**config.mk**
```make
export PLATFORM = sky130hd
export DESIGN_NAME = isadec_top
export DESIGN_NICKNAME = d
export VERILOG_FILES = /design/src/common/isadec_pkg.sv /design/src/design/isadec_sync.sv /design/src/design/isadec_top.sv
export VERILOG_INCLUDE_DIRS = /design/src /design/src/common
export SDC_FILE = /design/constraint.sdc
export NUM_CORES = 1
export LEC_CHECK = 0
export ABC_AREA = 1
export CELL_PAD_IN_SITES_DETAIL_PLACEMENT = 0
export CELL_PAD_IN_SITES_GLOBAL_PLACEMENT = 1
export CORE_MARGIN = 2
export CORE_UTILIZATION = 47
export DETAILED_ROUTE_END_ITERATION = 8
export DONT_BUFFER_PORTS = 1
export GPL_TIMING_DRIVEN = 0
export PLACE_DENSITY_LB_ADDON = 0.1
export SLEW_MARGIN = 10
export SYNTH_ARGS = -nofsm -noshare
export SYNTH_HDL_FRONTEND = slang
export SYNTH_SLANG_ARGS = --single-unit
export TNS_END_PERCENT = 30
```
**constraint.sdc**
```tcl
create_clock -name core_clk -period 1.8 [get_ports core_clk]
set_input_delay 0 -clock core_clk [delete_from_list [all_inputs] [get_ports core_clk]]
set_output_delay 0 -clock core_clk [all_outputs]
set_load 0.01 [all_outputs]
```
**src/common/isadec_cfg.svh**
```systemverilog
// address decoder constants for the isa digital i/o card
`ifndef ISADEC_CFG_SVH
`define ISADEC_CFG_SVH
`define ISADEC_ADDR_W      10
`define ISADEC_BASE_MSB    9
`define ISADEC_BASE_LSB    4
`define ISADEC_FULL_LSB    5
`define ISADEC_SW_W        6
`define ISADEC_FULL_SPAN   32
`define ISADEC_HALF_SPAN   16
`define ISADEC_FULL_LINES  144
`define ISADEC_HALF_LINES  96
`define ISADEC_RANGE_LO    10'h200
`define ISADEC_RANGE_HI    10'h3FF
`endif

```
**src/common/isadec_pkg.sv**
```systemverilog
// types shared by the isa address decoder
package isadec_pkg;
  typedef enum logic [1:0] {
    ISADEC_IDLE = 2'b00,
    ISADEC_SEL  = 2'b01,
    ISADEC_HOLD = 2'b11
  } isadec_state_t;
endpackage

```
**src/design/isadec_sync.sv**
```systemverilog
// two-flop synchroniser bank for asynchronous bus and switch inputs
`timescale 1ns/1ps
`default_nettype none
module isadec_sync #(
  parameter int W = 1
) (
  input  wire logic         core_clk,
  input  wire logic         reset,
  input  wire logic         clk_en,
  input  wire logic [W-1:0] async_in,
  output logic      [W-1:0] sync_out
);
  // a bank needs at least one bit
  if (W < 1) begin : g_bad_width
    $error("isadec_sync: width must be at least one");
  end

  logic [W-1:0] stage1;
  logic [W-1:0] next_stage1;
  logic [W-1:0] next_sync_out;

  // first stage feeds only the second
  always_comb begin
    next_stage1   = clk_en ? async_in : stage1;
    next_sync_out = clk_en ? stage1 : sync_out;
  end

  // register both stages
  always_ff @(posedge core_clk) begin
    if (reset) begin
      stage1   <= '0;
      sync_out <= '0;
    end else begin
      stage1   <= next_stage1;
      sync_out <= next_sync_out;
    end
  end
endmodule
`default_nettype wire

```
**src/design/isadec_top.sv**
```systemverilog
// i/o address decoder for an isa digital i/o add-in card
`timescale 1ns/1ps
`default_nettype none
`include "isadec_cfg.svh"
module isadec_top
  import isadec_pkg::*;
#(
  parameter int ADDR_W = `ISADEC_ADDR_W
) (
  input  wire logic              core_clk,
  input  wire logic              reset,
  input  wire logic              clk_en,
  input  wire logic [ADDR_W-1:0] sa,
  input  wire logic              aen,
  input  wire logic              iorc_n,
  input  wire logic              iowc_n,
  input  wire logic [5:0]        base_address_switch,
  input  wire logic              width_mode_switch,
  output logic                   card_sel,
  output logic                   card_rd,
  output logic                   card_wr,
  output logic [4:0]             card_offset,
  output logic                   full_width,
  output logic                   upper_bank_en
);
  // refuse widths that the fixed a9..a4 decode cannot serve
  if (ADDR_W != `ISADEC_ADDR_W) begin : g_bad_addr_w
    $error("isadec_top: only 10 address bits supported");
  end

  localparam int SYNC_W = ADDR_W + 3 + 6 + 1;
  // idle levels of the bank; flipping by this mask makes the zero reset of the
  // synchroniser show an idle bus in full-width mode instead of a false i/o cycle
  localparam logic [SYNC_W-1:0] SYNC_IDLE = {{ADDR_W{1'b0}}, 3'b111, 6'h00, 1'b1};

  // synchronised views of the bus and switches
  logic [SYNC_W-1:0] sync_bus;
  logic [ADDR_W-1:0] s_addr;
  logic              s_aen;
  logic              s_rd_n;
  logic              s_wr_n;
  logic [5:0]        s_sw;
  logic              s_wide;

  isadec_sync #(.W(SYNC_W)) u_sync (
    .core_clk (core_clk),
    .reset    (reset),
    .clk_en   (clk_en),
    .async_in ({sa, aen, iorc_n, iowc_n, base_address_switch, width_mode_switch} ^ SYNC_IDLE),
    .sync_out (sync_bus)
  );
  assign {s_addr, s_aen, s_rd_n, s_wr_n, s_sw, s_wide} = sync_bus ^ SYNC_IDLE;

  // address match against switch settings
  function automatic logic addr_match(input logic [ADDR_W-1:0] a,
                                      input logic [5:0]        sw,
                                      input logic              wide);
    logic [4:0] base;
    base = sw[4:0];                                   // off reads 1, on reads 0 pos 6 unused
    addr_match = a[`ISADEC_BASE_MSB]                   // a9 fixed high
      && (a[8:`ISADEC_FULL_LSB] == base[4:1])          // a8..a5 always compared
      && (wide || (a[`ISADEC_BASE_LSB] == base[0]));   // a4 only in reduced mode
  endfunction

  // decode state and the next values of every register
  isadec_state_t state;
  isadec_state_t next_state;
  logic       next_sel;
  logic       next_rd;
  logic       next_wr;
  logic [4:0] next_offset;
  logic       next_full;
  logic       next_upper;
  logic       io_cycle;
  logic       hit;

  // decode the current cycle
  always_comb begin
    io_cycle = !s_aen && (!s_rd_n || !s_wr_n);          // non-dma i/o only
    hit      = io_cycle && addr_match(s_addr, s_sw, s_wide);
    next_state  = state;
    next_sel    = card_sel;
    next_rd     = card_rd;
    next_wr     = card_wr;
    next_offset = card_offset;
    next_full   = s_wide;
    next_upper  = s_wide;                               // upper 48 lines off in reduced mode
    if (clk_en) begin
      unique case (state)
        ISADEC_IDLE: begin
          if (hit) begin
            next_state = ISADEC_SEL;
          end
        end
        ISADEC_SEL: begin
          if (hit) begin
            next_state = ISADEC_HOLD;
          end else begin
            next_state = ISADEC_IDLE;
          end
        end
        ISADEC_HOLD: begin
          if (!hit) begin
            next_state = ISADEC_IDLE;
          end
        end
        default: next_state = ISADEC_IDLE;
      endcase
      next_sel = hit;
      next_rd  = hit && !s_rd_n;
      next_wr  = hit && !s_wr_n;
      next_offset = s_wide ? s_addr[4:0] : {1'b0, s_addr[3:0]}; // 32 or 16 slots
    end else begin
      next_full  = full_width;
      next_upper = upper_bank_en;
    end
  end

  // register decode outputs
  always_ff @(posedge core_clk) begin
    if (reset) begin
      state         <= ISADEC_IDLE;
      card_sel      <= 1'b0;
      card_rd       <= 1'b0;
      card_wr       <= 1'b0;
      card_offset   <= 5'h00;
      full_width    <= 1'b1;
      upper_bank_en <= 1'b1;
    end else begin
      state         <= next_state;
      card_sel      <= next_sel;
      card_rd       <= next_rd;
      card_wr       <= next_wr;
      card_offset   <= next_offset;
      full_width    <= next_full;
      upper_bank_en <= next_upper;
    end
  end

  // helper views for the checks, rebuilt from the switch wiring
  logic base_hi_ok;
  logic a4_ok;
  assign base_hi_ok = s_addr[`ISADEC_BASE_MSB] && (s_addr[8:`ISADEC_FULL_LSB] == s_sw[4:1]);
  assign a4_ok      = (s_addr[`ISADEC_BASE_LSB] == s_sw[0]);
endmodule
`default_nettype wire

```
# Yosys cells after proc, flatten, opt, wreduce, memory -nomap -nowiden

Cells that the tools add are included.

Bits in registers: 49
Bits of input ports: 23
Output and inout bits: 10

Equality and inequality tests: 2
Mux-type cells: 1
Bitwise logic cells: 2
Reductions and logical operators: 11

Operators by type and width:

| operator          | count |
|---|---|
| $not 4->4         | 2 |
| $logic_and 1x1->1 | 6 |
| $mux 5            | 1 |
| $eq 4x4->1        | 1 |
| $logic_not 1->1   | 3 |
| $logic_or 1x1->1  | 2 |
| $eq 1x1->1        | 1 |

# Depth between registers and ports, before layout

Gate-level depths: netlist (run 1).

Word-level depth: 6
Mapped depth: 8
Mapped depth without buffers: 8

# By module

Synthesis (run 1) repeated with hierarchy kept, for this count alone.

Cells, all modules: 333
Area, all modules: 2129.5 µm²

Modules (own cells, without submodules):

| module      | times used | cells an instance | area each (µm²) |
|---|---|---|---|
| isadec_sync | 1          | 254               | 1661.6 |
| isadec_top  | 1          | 79                | 467.9 |

# Least setup slack after synthesis (run 1)

OpenSTA, ideal clock, no wires.

Path kind: register to register
Start point: reg u_sync.sync_out[19]
End point: reg card_rd
Setup time: 0.070 ns
Arrival time: 0.804 ns
Setup slack: 0.926 ns
Stages on the path, launching flop included: 7
Buffers on the path: 0
Path through: dfxtp_1 > nand2_2 > nor2_2 > nand3_1 > nor2_2 > nand3_1 > a21oi_1

Word-level cells in the longest chain between the ends: 4

Ends and longest elaborated chain:

| element                  | line              | text |
|---|---|---|
| start: declaration       | isadec_sync.sv:11 | `output logic [W-1:0] sync_out` |
| start signal: assignment | isadec_sync.sv:35 | `sync_out <= next_sync_out;` |
| $logic_and 1x1->1        | -                 |  |
| $logic_and 1x1->1        | isadec_top.sv:60  | `` addr_match = a[`ISADEC_BASE_MSB] `` |
| $logic_and 1x1->1        | isadec_top.sv:80  | `hit = io_cycle && addr_match(s_addr, s_sw, s_wide);` |
| $logic_and 1x1->1        | isadec_top.sv:110 | `next_rd = hit && !s_rd_n;` |
| end signal: assignment   | isadec_top.sv:132 | `card_rd <= next_rd;` |
| end: declaration         | isadec_top.sv:20  | `output logic card_rd,` |

Every way passes these cells.
A chain may end at the register's enable or synchronous reset.

==> metrics, run 1 <==
VDD IR max=0.553 mV; Syn Area/Cell=7.69 µm²; Sum Neg Setup Slack=0 ps; post_cts resized=0; Synth cell types=14; Final WS setup=635 ps; DR vias=1482; ANT nets after route=0; gr ovfl total=0; Residual DRC=0; antenna violations before repair=0; YS warnings=0; routed len/inst=13.0 µm; Die Wd=64.3 µm; CP Data Required Time=2110 ps; startpoint types=input pin; post-route minimum period=1160 ps; leakage power=0.000820 µW; max cap viols=0; Setup violations, final=0; Setup crit end kind=register; number of global-route vias before repair=1513; DRT Wirelength=3860 µm; Die Ht=64.3 µm; Final #Nets=273; die area=4130 µm²; max incr delay on CP=630 ps; worst-margin pin slew=439 ps; pwr dens=907 nW/µm²; first-pass GRT wire length=6870 µm; Area Growth Syn to Fin=19.0%; Post-Synthesis Cells=222; CTS tree=built; RD Place Congestion=0.762; share of post-route cells with drive strength above 1=0.0757; initial core utilization=0.500; FP Rows=21; worst min-delay path class=input pin to register; Final Cycle Share=0.647; CTS Root Cell=clkbuf_4; CP max stage cell=dlygate4sd3_1; pre-CTS WS=727 ps; port buffer count=0; DRT iter0 DRCs=83; fmax=858 MHz; final hold violation count=0; clk buf depth=2; status=complete, no violations; commonest non-fill, non-tap cells in the layout=nor2_1, dfxtp_1, o21ai_0; DRT Pass-1 Iters=4; Hold Worst Slack=77.6 ps; Mapped Nets=245; type of the worst setup path=input pin to register; IO Pins=33; #FFs+latches synth=47; commonest non-fill, non-tap cell in the layout=nor2_1; gr usage total=0.216; worst path arrival time=1470 ps; # hold bufs at CTS=21; H-tree Lvls=2; Worst Path Max Fanout=10; number of vias per cell=4.99; clock skew=9.13 ps; Clock Sinks=47; antenna diode count=0; largest net degree at the start of global routing=16; number of post-CTS setup repair buffers=0; Core ar.=3420 µm²; TritonCTS Buffers=5; relative slew slack=0.708; part of the Yosys area used for sequential elements=0.551; # fillers=348; clk_lat worst skew=370 ps; Final Slew Violations=0; crit path cell chain=dlygate4sd3_1 -> inv_1 -> clkbuf_1 -> o21ai_0 -> a21oi_1; Clock transition at path regs=140 ps; detailed placer's ending HPWL=2670 µm; Synth Cell Area=1710 µm²; RSZ-0062 raised after global routing=no
-- final cells by class --
type                            count  area [µm²]  area share
Clock inverter                      3        20.0     0.00985
Multi-Input combinational cell    147         644       0.317
Clock buffer                        5        37.5      0.0185
Inverter                           14        52.6      0.0258
Buffer                             14        70.1      0.0345
Timing Repair Buffer               21         210       0.103
Sequential cell                    47         941       0.463
Tap cell                           46        57.6      0.0283
-- final timing paths --
check | from | to | slack, ps | depth (start not counted)
worst max-delay path | reset | u_sync.sync_out[18] | 640 | 5
worst min-delay path | clk_en | u_sync.stage1[19] | 80 | 3
worst max register to register | u_sync.sync_out[18] | card_rd | 710 | 6
worst min register to register | u_sync.sync_out[0] | full_width | 450 | 1
-- routing by layer --
metal | global-route usage | vias to the layer above | share of wire
met2 | 0.370 | 36 | 0.50
met5 | 0 | - | 0
met4 | 0.0904 | 0 | 0.022
li1 | - | 768 | -
met1 | 0.261 | 668 | 0.44
met3 | 0.0475 | 10 | 0.044
-- registers in the layout (all words and copies together), names as in the netlist --
register and flops:
card_offset 5, card_rd 1, card_sel 1, card_wr 1, full_width 1, u_sync.stage1 19
u_sync.sync_out 19
-- synthesized netlist by cell type --
cell type  instances  area, µm²
dfxtp_1           47        941
nand2_1           17       63.8
buf_4              1       7.51
nand2_2            1       6.26
nand3_1            5       25.0
o21ai_0           43        215
clkbuf_1           7       26.3
inv_2              1       3.75
nor2_2             2       12.5
buf_2              5       25.0
inv_1             13       48.8
a21oi_1           20        100
buf_6              1       11.3
nor2_1            59        221
-- critical path, delay by kind of cell --
family / cells / cell delay (ps)
AO/OA/AOI/OAI: 2 / 300
buffers and inverters: 3 / 1170
-- per-stage QoR --
step	total power (µW)	util	instances	instance area, µm²
floorplan	1280	-	222	1710
global placement	1320	0.517	268	1770
detailed placement	1330	0.517	268	1770
CTS	1850	0.595	297	2030
global route	1950	0.595	297	2030
finish	1840	0.595	297	2030
-- logic make-up (layout without fill, tap and decap cells) --
| kind of cell | after synthesis | count (layout) | share of synthesized area |
|---|---|---|---|
| buffers and inverters | 28 | 57 | 0.0718 |
| AND/OR/NAND/NOR | 84 | 84 | 0.193 |
| AO/OA/AOI/OAI | 63 | 63 | 0.185 |
| flip-flops | 47 | 47 | 0.551 |
-- power by group --
part           internal, µW  leakage, µW  switching, µW
logic                  87.6     0.000403            118
registers              1110     0.000389           36.5
clock network           149    0.0000272            347
Note: power is estimated with default switching activity, not from simulation.
==> run 2: changes to the inputs <==
- CORE_UTILIZATION: 47 -> 44
- clock period: 1.8 -> 1.1 ns (I/O delays scaled with it)
==> metrics, run 2 (synthesized netlist as in run 1, its figures left out) <==
initial core utilization=0.463 (-0.0370); type of the worst setup path=register to register; final hold violation count=0 (unchanged); routed wl met2=1850 µm (-3.2%); final non-filler cell total=299 (+0.67%); commonest non-fill, non-tap cell in the layout=nor2_1; CTS tree=built; post-route cell area=2100 µm² (+3.5%); DRT Pass-1 Iters=4 (unchanged); biggest regs=u_sync.stage1: 19 flops, u_sync.sync_out: 19 flops, card_offset: 5 flops; max cap viols=0 (unchanged); Hold Worst Slack=12.3 ps (-65.3 ps); commonest non-fill, non-tap cells in the layout=nor2_1, dfxtp_1, o21ai_0; number of vias per cell=4.94 (-1.1%); clk buf depth=2 (unchanged); antenna diode count=0 (unchanged); IO Pins=33 (unchanged); flop2flop setup slack=90 ps (-620 ps); Met3 Wirelength=156 µm (-7.1%); status=complete, no violations; RD Place Congestion=0.783 (+2.7%); worst min-delay path class=input pin to register; VDD IR max=0.856 mV (+55%); area occupied by multi-input gates=649 µm² (+0.78%); FP Rows=22 (+4.8%); # fillers=347 (-0.29%); port buffer count=0 (unchanged); Worst Path Max Fanout=3 (-7); startpoint types=register; sequential cell area=945 µm² (+0.40%); TritonCTS Buffers=5 (unchanged); post-route minimum period=1010 ps; Die Ht=66.3 µm (+3.1%); Die Wd=66.3 µm (+3.1%); DRT iter0 DRCs=87 (+4.8%); worst path arrival time=1240 ps (-230 ps); RSZ-0062 raised after global routing=yes; Setup violations, final=0 (unchanged); H-tree Lvls=2 (unchanged); Clock transition at path regs=90 ps (-50 ps); fmax=986 MHz; Setup crit end kind=register; die area=4400 µm² (+6.4%); capture point of the critical path=card_rd; Final Slew Violations=0 (unchanged); worst-margin pin slew=457 ps (+18.3 ps); clock skew=6.15 ps (-2.98 ps); detailed placer's ending HPWL=2600 µm (-2.5%); Inst Count DP=270 (+0.75%); antenna violations before repair=0 (unchanged); gr ovfl total=0 (unchanged); Placement Cell Area=1770 µm² (+0.14%); relative slew slack=0.695 (-0.0122); DRT Wirelength=3900 µm (+1.2%); number of global-route vias before repair=1498 (-0.99%); first-pass GRT wire length=6710 µm (-2.3%); Residual DRC=0 (unchanged); Area Growth Syn to Fin=23.2%; hold depth=3 (unchanged); crit path from=u_sync.sync_out[18]; Clock Sinks=47 (unchanged); gr usage total=0.202 (-0.0139); Final #Nets=273 (unchanged); DR vias=1476 (-0.40%); Core ar.=3690 µm² (+8.0%); CTS Root Cell=clkbuf_8; number of post-CTS setup repair buffers=0 (unchanged); worst r2r src=u_sync.sync_out[18]; FF-to-FF path depth=6 (unchanged); ANT nets after route=0 (unchanged); clk_lat worst skew=300 ps (-70 ps); R2R Path End=card_rd; routed len/inst=13.1 µm (+0.52%); Sum Neg Setup Slack=0 ps (unchanged); leakage power=0.000855 µW (+4.4%); wl on met1=1860 µm (+10%); largest net degree at the start of global routing=15 (-1); pwr dens=1670 nW/µm² (+84%); DR top layer=met4; Final Cycle Share=0.922; CP Data Required Time=1330 ps (-780 ps); share of post-route cells with drive strength above 1=0.108 (+0.0319)
## run 2: cell count changes in the layout (fill, tap and decap cells not counted), sizes merged
cell,delta
clkbuf,+1
bufinv,+1
clkinvlp,-2
## run 2: per-stage QoR
stage	setup slack, ps	power (µW)	utilization
final	85.6	3520	0.571
after global routing	-23.5	3680	0.571
after CTS	32.9	3530	0.568
after detailed placement	54.8	2180	0.479
after floorplan	226	2100	-
after global placement	78.7	2170	0.479
## run 2: worst max-delay path, stage by stage (launching register included)
cell and delay (ps):
dfxtp_1 350, inv_1 60, nand2_1 60, nand3_1 110, nor2_2 150, nand3_1 100
a21oi_1 120
## run 2: timing repair
action                                 CTS  global route
gates resized for setup                  0             8
hold buffers                            21             0
endpoints found under the hold margin   24             0
setup endpoints to repair                0             3
## run 2: worst min path at each step
stage	startpoint	end
final	clk_en	u_sync.sync_out[19]
after global routing	clk_en	card_offset[3]
after CTS	clk_en	u_sync.sync_out[19]
after detailed placement	reset	card_rd
after global placement	reset	card_offset[4]
after floorplan	reset	card_offset[4]
## run 2: cell type report
cell class | instances | share of cell area
Timing Repair Buffer | 21 | 0.0999
Inverter | 14 | 0.0250
Multi-Input combinational cell | 147 | 0.309
Tap cell | 48 | 0.0285
Buffer | 14 | 0.0333
Sequential cell | 47 | 0.449
Clock inverter | 2 | 0.0166
Clock buffer | 6 | 0.0392
## run 2: layer usage
layer	GRT usage	up-vias
li1	-	769
met4	0.0689	0
met5	0	-
met2	0.349	25
met3	0.0409	4
met1	0.249	678
## run 2: power breakdown
| group | leakage, µW | internal [µW] | switching (µW) |
|---|---|---|---|
| Combinational | 0.000404 | 145 | 191 |
| Clock | 0.0000612 | 736 | 573 |
| Sequential | 0.000390 | 1810 | 62.0 |
| Total | 0.000855 | 2690 | 826 |
==> run 3: changes to the inputs <==
- CORE_UTILIZATION: 44 -> 43
- PLACE_DENSITY_LB_ADDON: 0.1 -> 0.08
- SYNTH_HIERARCHICAL: unset -> 1
==> metrics, run 3 <==
status=complete, no violations; worst-margin pin slew=261 ps (-196 ps); final hold violation count=0 (unchanged); Final Slew Violations=0 (unchanged); routed len/inst=9.43 µm (-28%); Clock Sinks=47 (unchanged); biggest regs=u_sync/stage1: 19 flops, u_sync/sync_out: 19 flops, card_offset: 5 flops; YS warnings=6 (+6); largest net degree at the start of global routing=15 (unchanged); FP Rows=25 (+14%); Residual DRC=0 (unchanged); detailed placer's ending HPWL=2670 µm (+2.7%); clock skew=6.94 ps (+0.787 ps); antenna diode count=0 (unchanged); fmax=1020 MHz (+3.7%); relative slew slack=0.825 (+0.130); TritonCTS Buffers=5 (unchanged); Synth Cell Area=2050 µm² (+20%); Worst Path Max Fanout=3 (unchanged); commonest non-fill, non-tap cell in the layout=nand2_1; Final #Nets=372 (+36%); max cap viols=0 (unchanged); number of post-CTS setup repair buffers=0 (unchanged); DRT iter0 DRCs=39 (-55%); clk_lat worst skew=300 ps (about the same); gr usage total=0.159 (-0.0431); clk buf depth=2 (unchanged); DRT Wirelength=3810 µm (-2.4%); die area=5340 µm² (+21%); CTS tree=built; pwr dens=1470 nW/µm² (-12%); utilization after layout=0.526 (-0.0441); Clock transition at path regs=90 ps (about the same); H-tree Lvls=2 (unchanged); leakage power=0.00127 µW (+48%); Die Ht=73.1 µm (+10%); Tot Pwr=3600 µW (+2.5%); VDD IR max=0.584 mV (-32%); IO Pins=33 (unchanged); initial core utilization=0.440 (-0.0228); DR vias=1673 (+13%); type of the worst setup path=register to register; worst path arrival time=1210 ps (-30 ps); post-route minimum period=978 ps (-36.1 ps); antenna violations before repair=0 (unchanged); # fillers=506 (+46%); share of post-route cells with drive strength above 1=0.0800 (-0.0276); port buffer count=0 (unchanged); Mapped Nets=344 (+40%); CTS Root Cell=clkbuf_8; Setup violations, final=0 (unchanged); RSZ-0062 raised after global routing=yes; gr ovfl total=0 (unchanged); Core ar.=4660 µm² (+26%); number of vias per cell=4.14 (-16%); DRT Pass-1 Iters=4 (unchanged); Setup crit end kind=register; worst min-delay path class=input pin to register; RD Place Congestion=0.741 (-5.3%); commonest non-fill, non-tap cells in the layout=nand2_1, nor2_1, inv_1; CP Data Required Time=1330 ps (about the same); ANT nets after route=0 (unchanged); first-pass GRT wire length=6490 µm (-3.3%); Final Cycle Share=0.889 (-0.0328); Post-Synthesis Cells=321 (+45%); startpoint types=register; Area Growth Syn to Fin=19.6%; Die Wd=73.1 µm (+10%); Syn Area/Cell=6.39 µm² (-17%); number of global-route vias before repair=1483 (-1.0%)
[run 3: timing repair]
action	in CTS	in global routing
hold buffers	21	0
resized for setup	0	5
endpoints found under the hold margin	28	0
setup endpoints to repair	0	3
[run 3: stage by stage]
stage	hold slack (ps)	setup TNS, ps	instances	instance area [µm²]	setup WS [ps]
2_1_floorplan	69.1	0	321	2050	219
3_3_place_gp	70.1	0	375	2120	118
3_5_place_dp	72.0	0	375	2120	113
4_1_cts	4.99	0	404	2450	89.3
5_1_grt	33.0	-13.1	404	2450	-13.1
6_report	3.19	0	404	2450	122
[run 3: layout make-up]
type | instances | area, µm² | area share
flip-flops and latches | 47 | 945 | 0.385
multi-input cells | 200 | 774 | 0.316
inverters | 60 | 225 | 0.0918
repair buffers | 21 | 210 | 0.0857
plain buffers | 14 | 114 | 0.0464
clock buffers | 6 | 82.6 | 0.0337
well taps | 54 | 67.6 | 0.0275
clock inverters | 2 | 35.0 | 0.0143
[run 3: final timing paths]
kind                                          from            end  slack (ps)  cells past startpoint
worst max-delay path            u_sync/sync_out[9]        card_wr         120                      6
worst min-delay path                        clk_en  upper_bank_en           3                      2
worst max register to register  u_sync/sync_out[9]        card_wr         120                      6
worst min register to register  u_sync/sync_out[0]  upper_bank_en         470                      1
[run 3: critical path, cell delays in order, from the launching register on]
cell     delay, ps
dfxtp_1        340
nand2_1         70
nor2_1          80
nand3_1        100
nor2_2         130
nand3_1         80
a21oi_1        120
[run 3: metal layers]
metal  wire length (µm)  global-route usage  part of all wire
met1               2040               0.214              0.54
met2               1570               0.243              0.41
met3                134              0.0456             0.035
met5                  0                   0                 0
met4                 60              0.0556             0.016
[run 3: report_power, final]
group | leakage [µW] | total [µW] | internal, µW | switching (µW)
Combinational | 0.000817 | 433 | 200 | 233
Sequential | 0.000390 | 1880 | 1810 | 67.8
Clock | 0.0000612 | 1290 | 735 | 557
Total | 0.00127 | 3600 | 2740 | 858
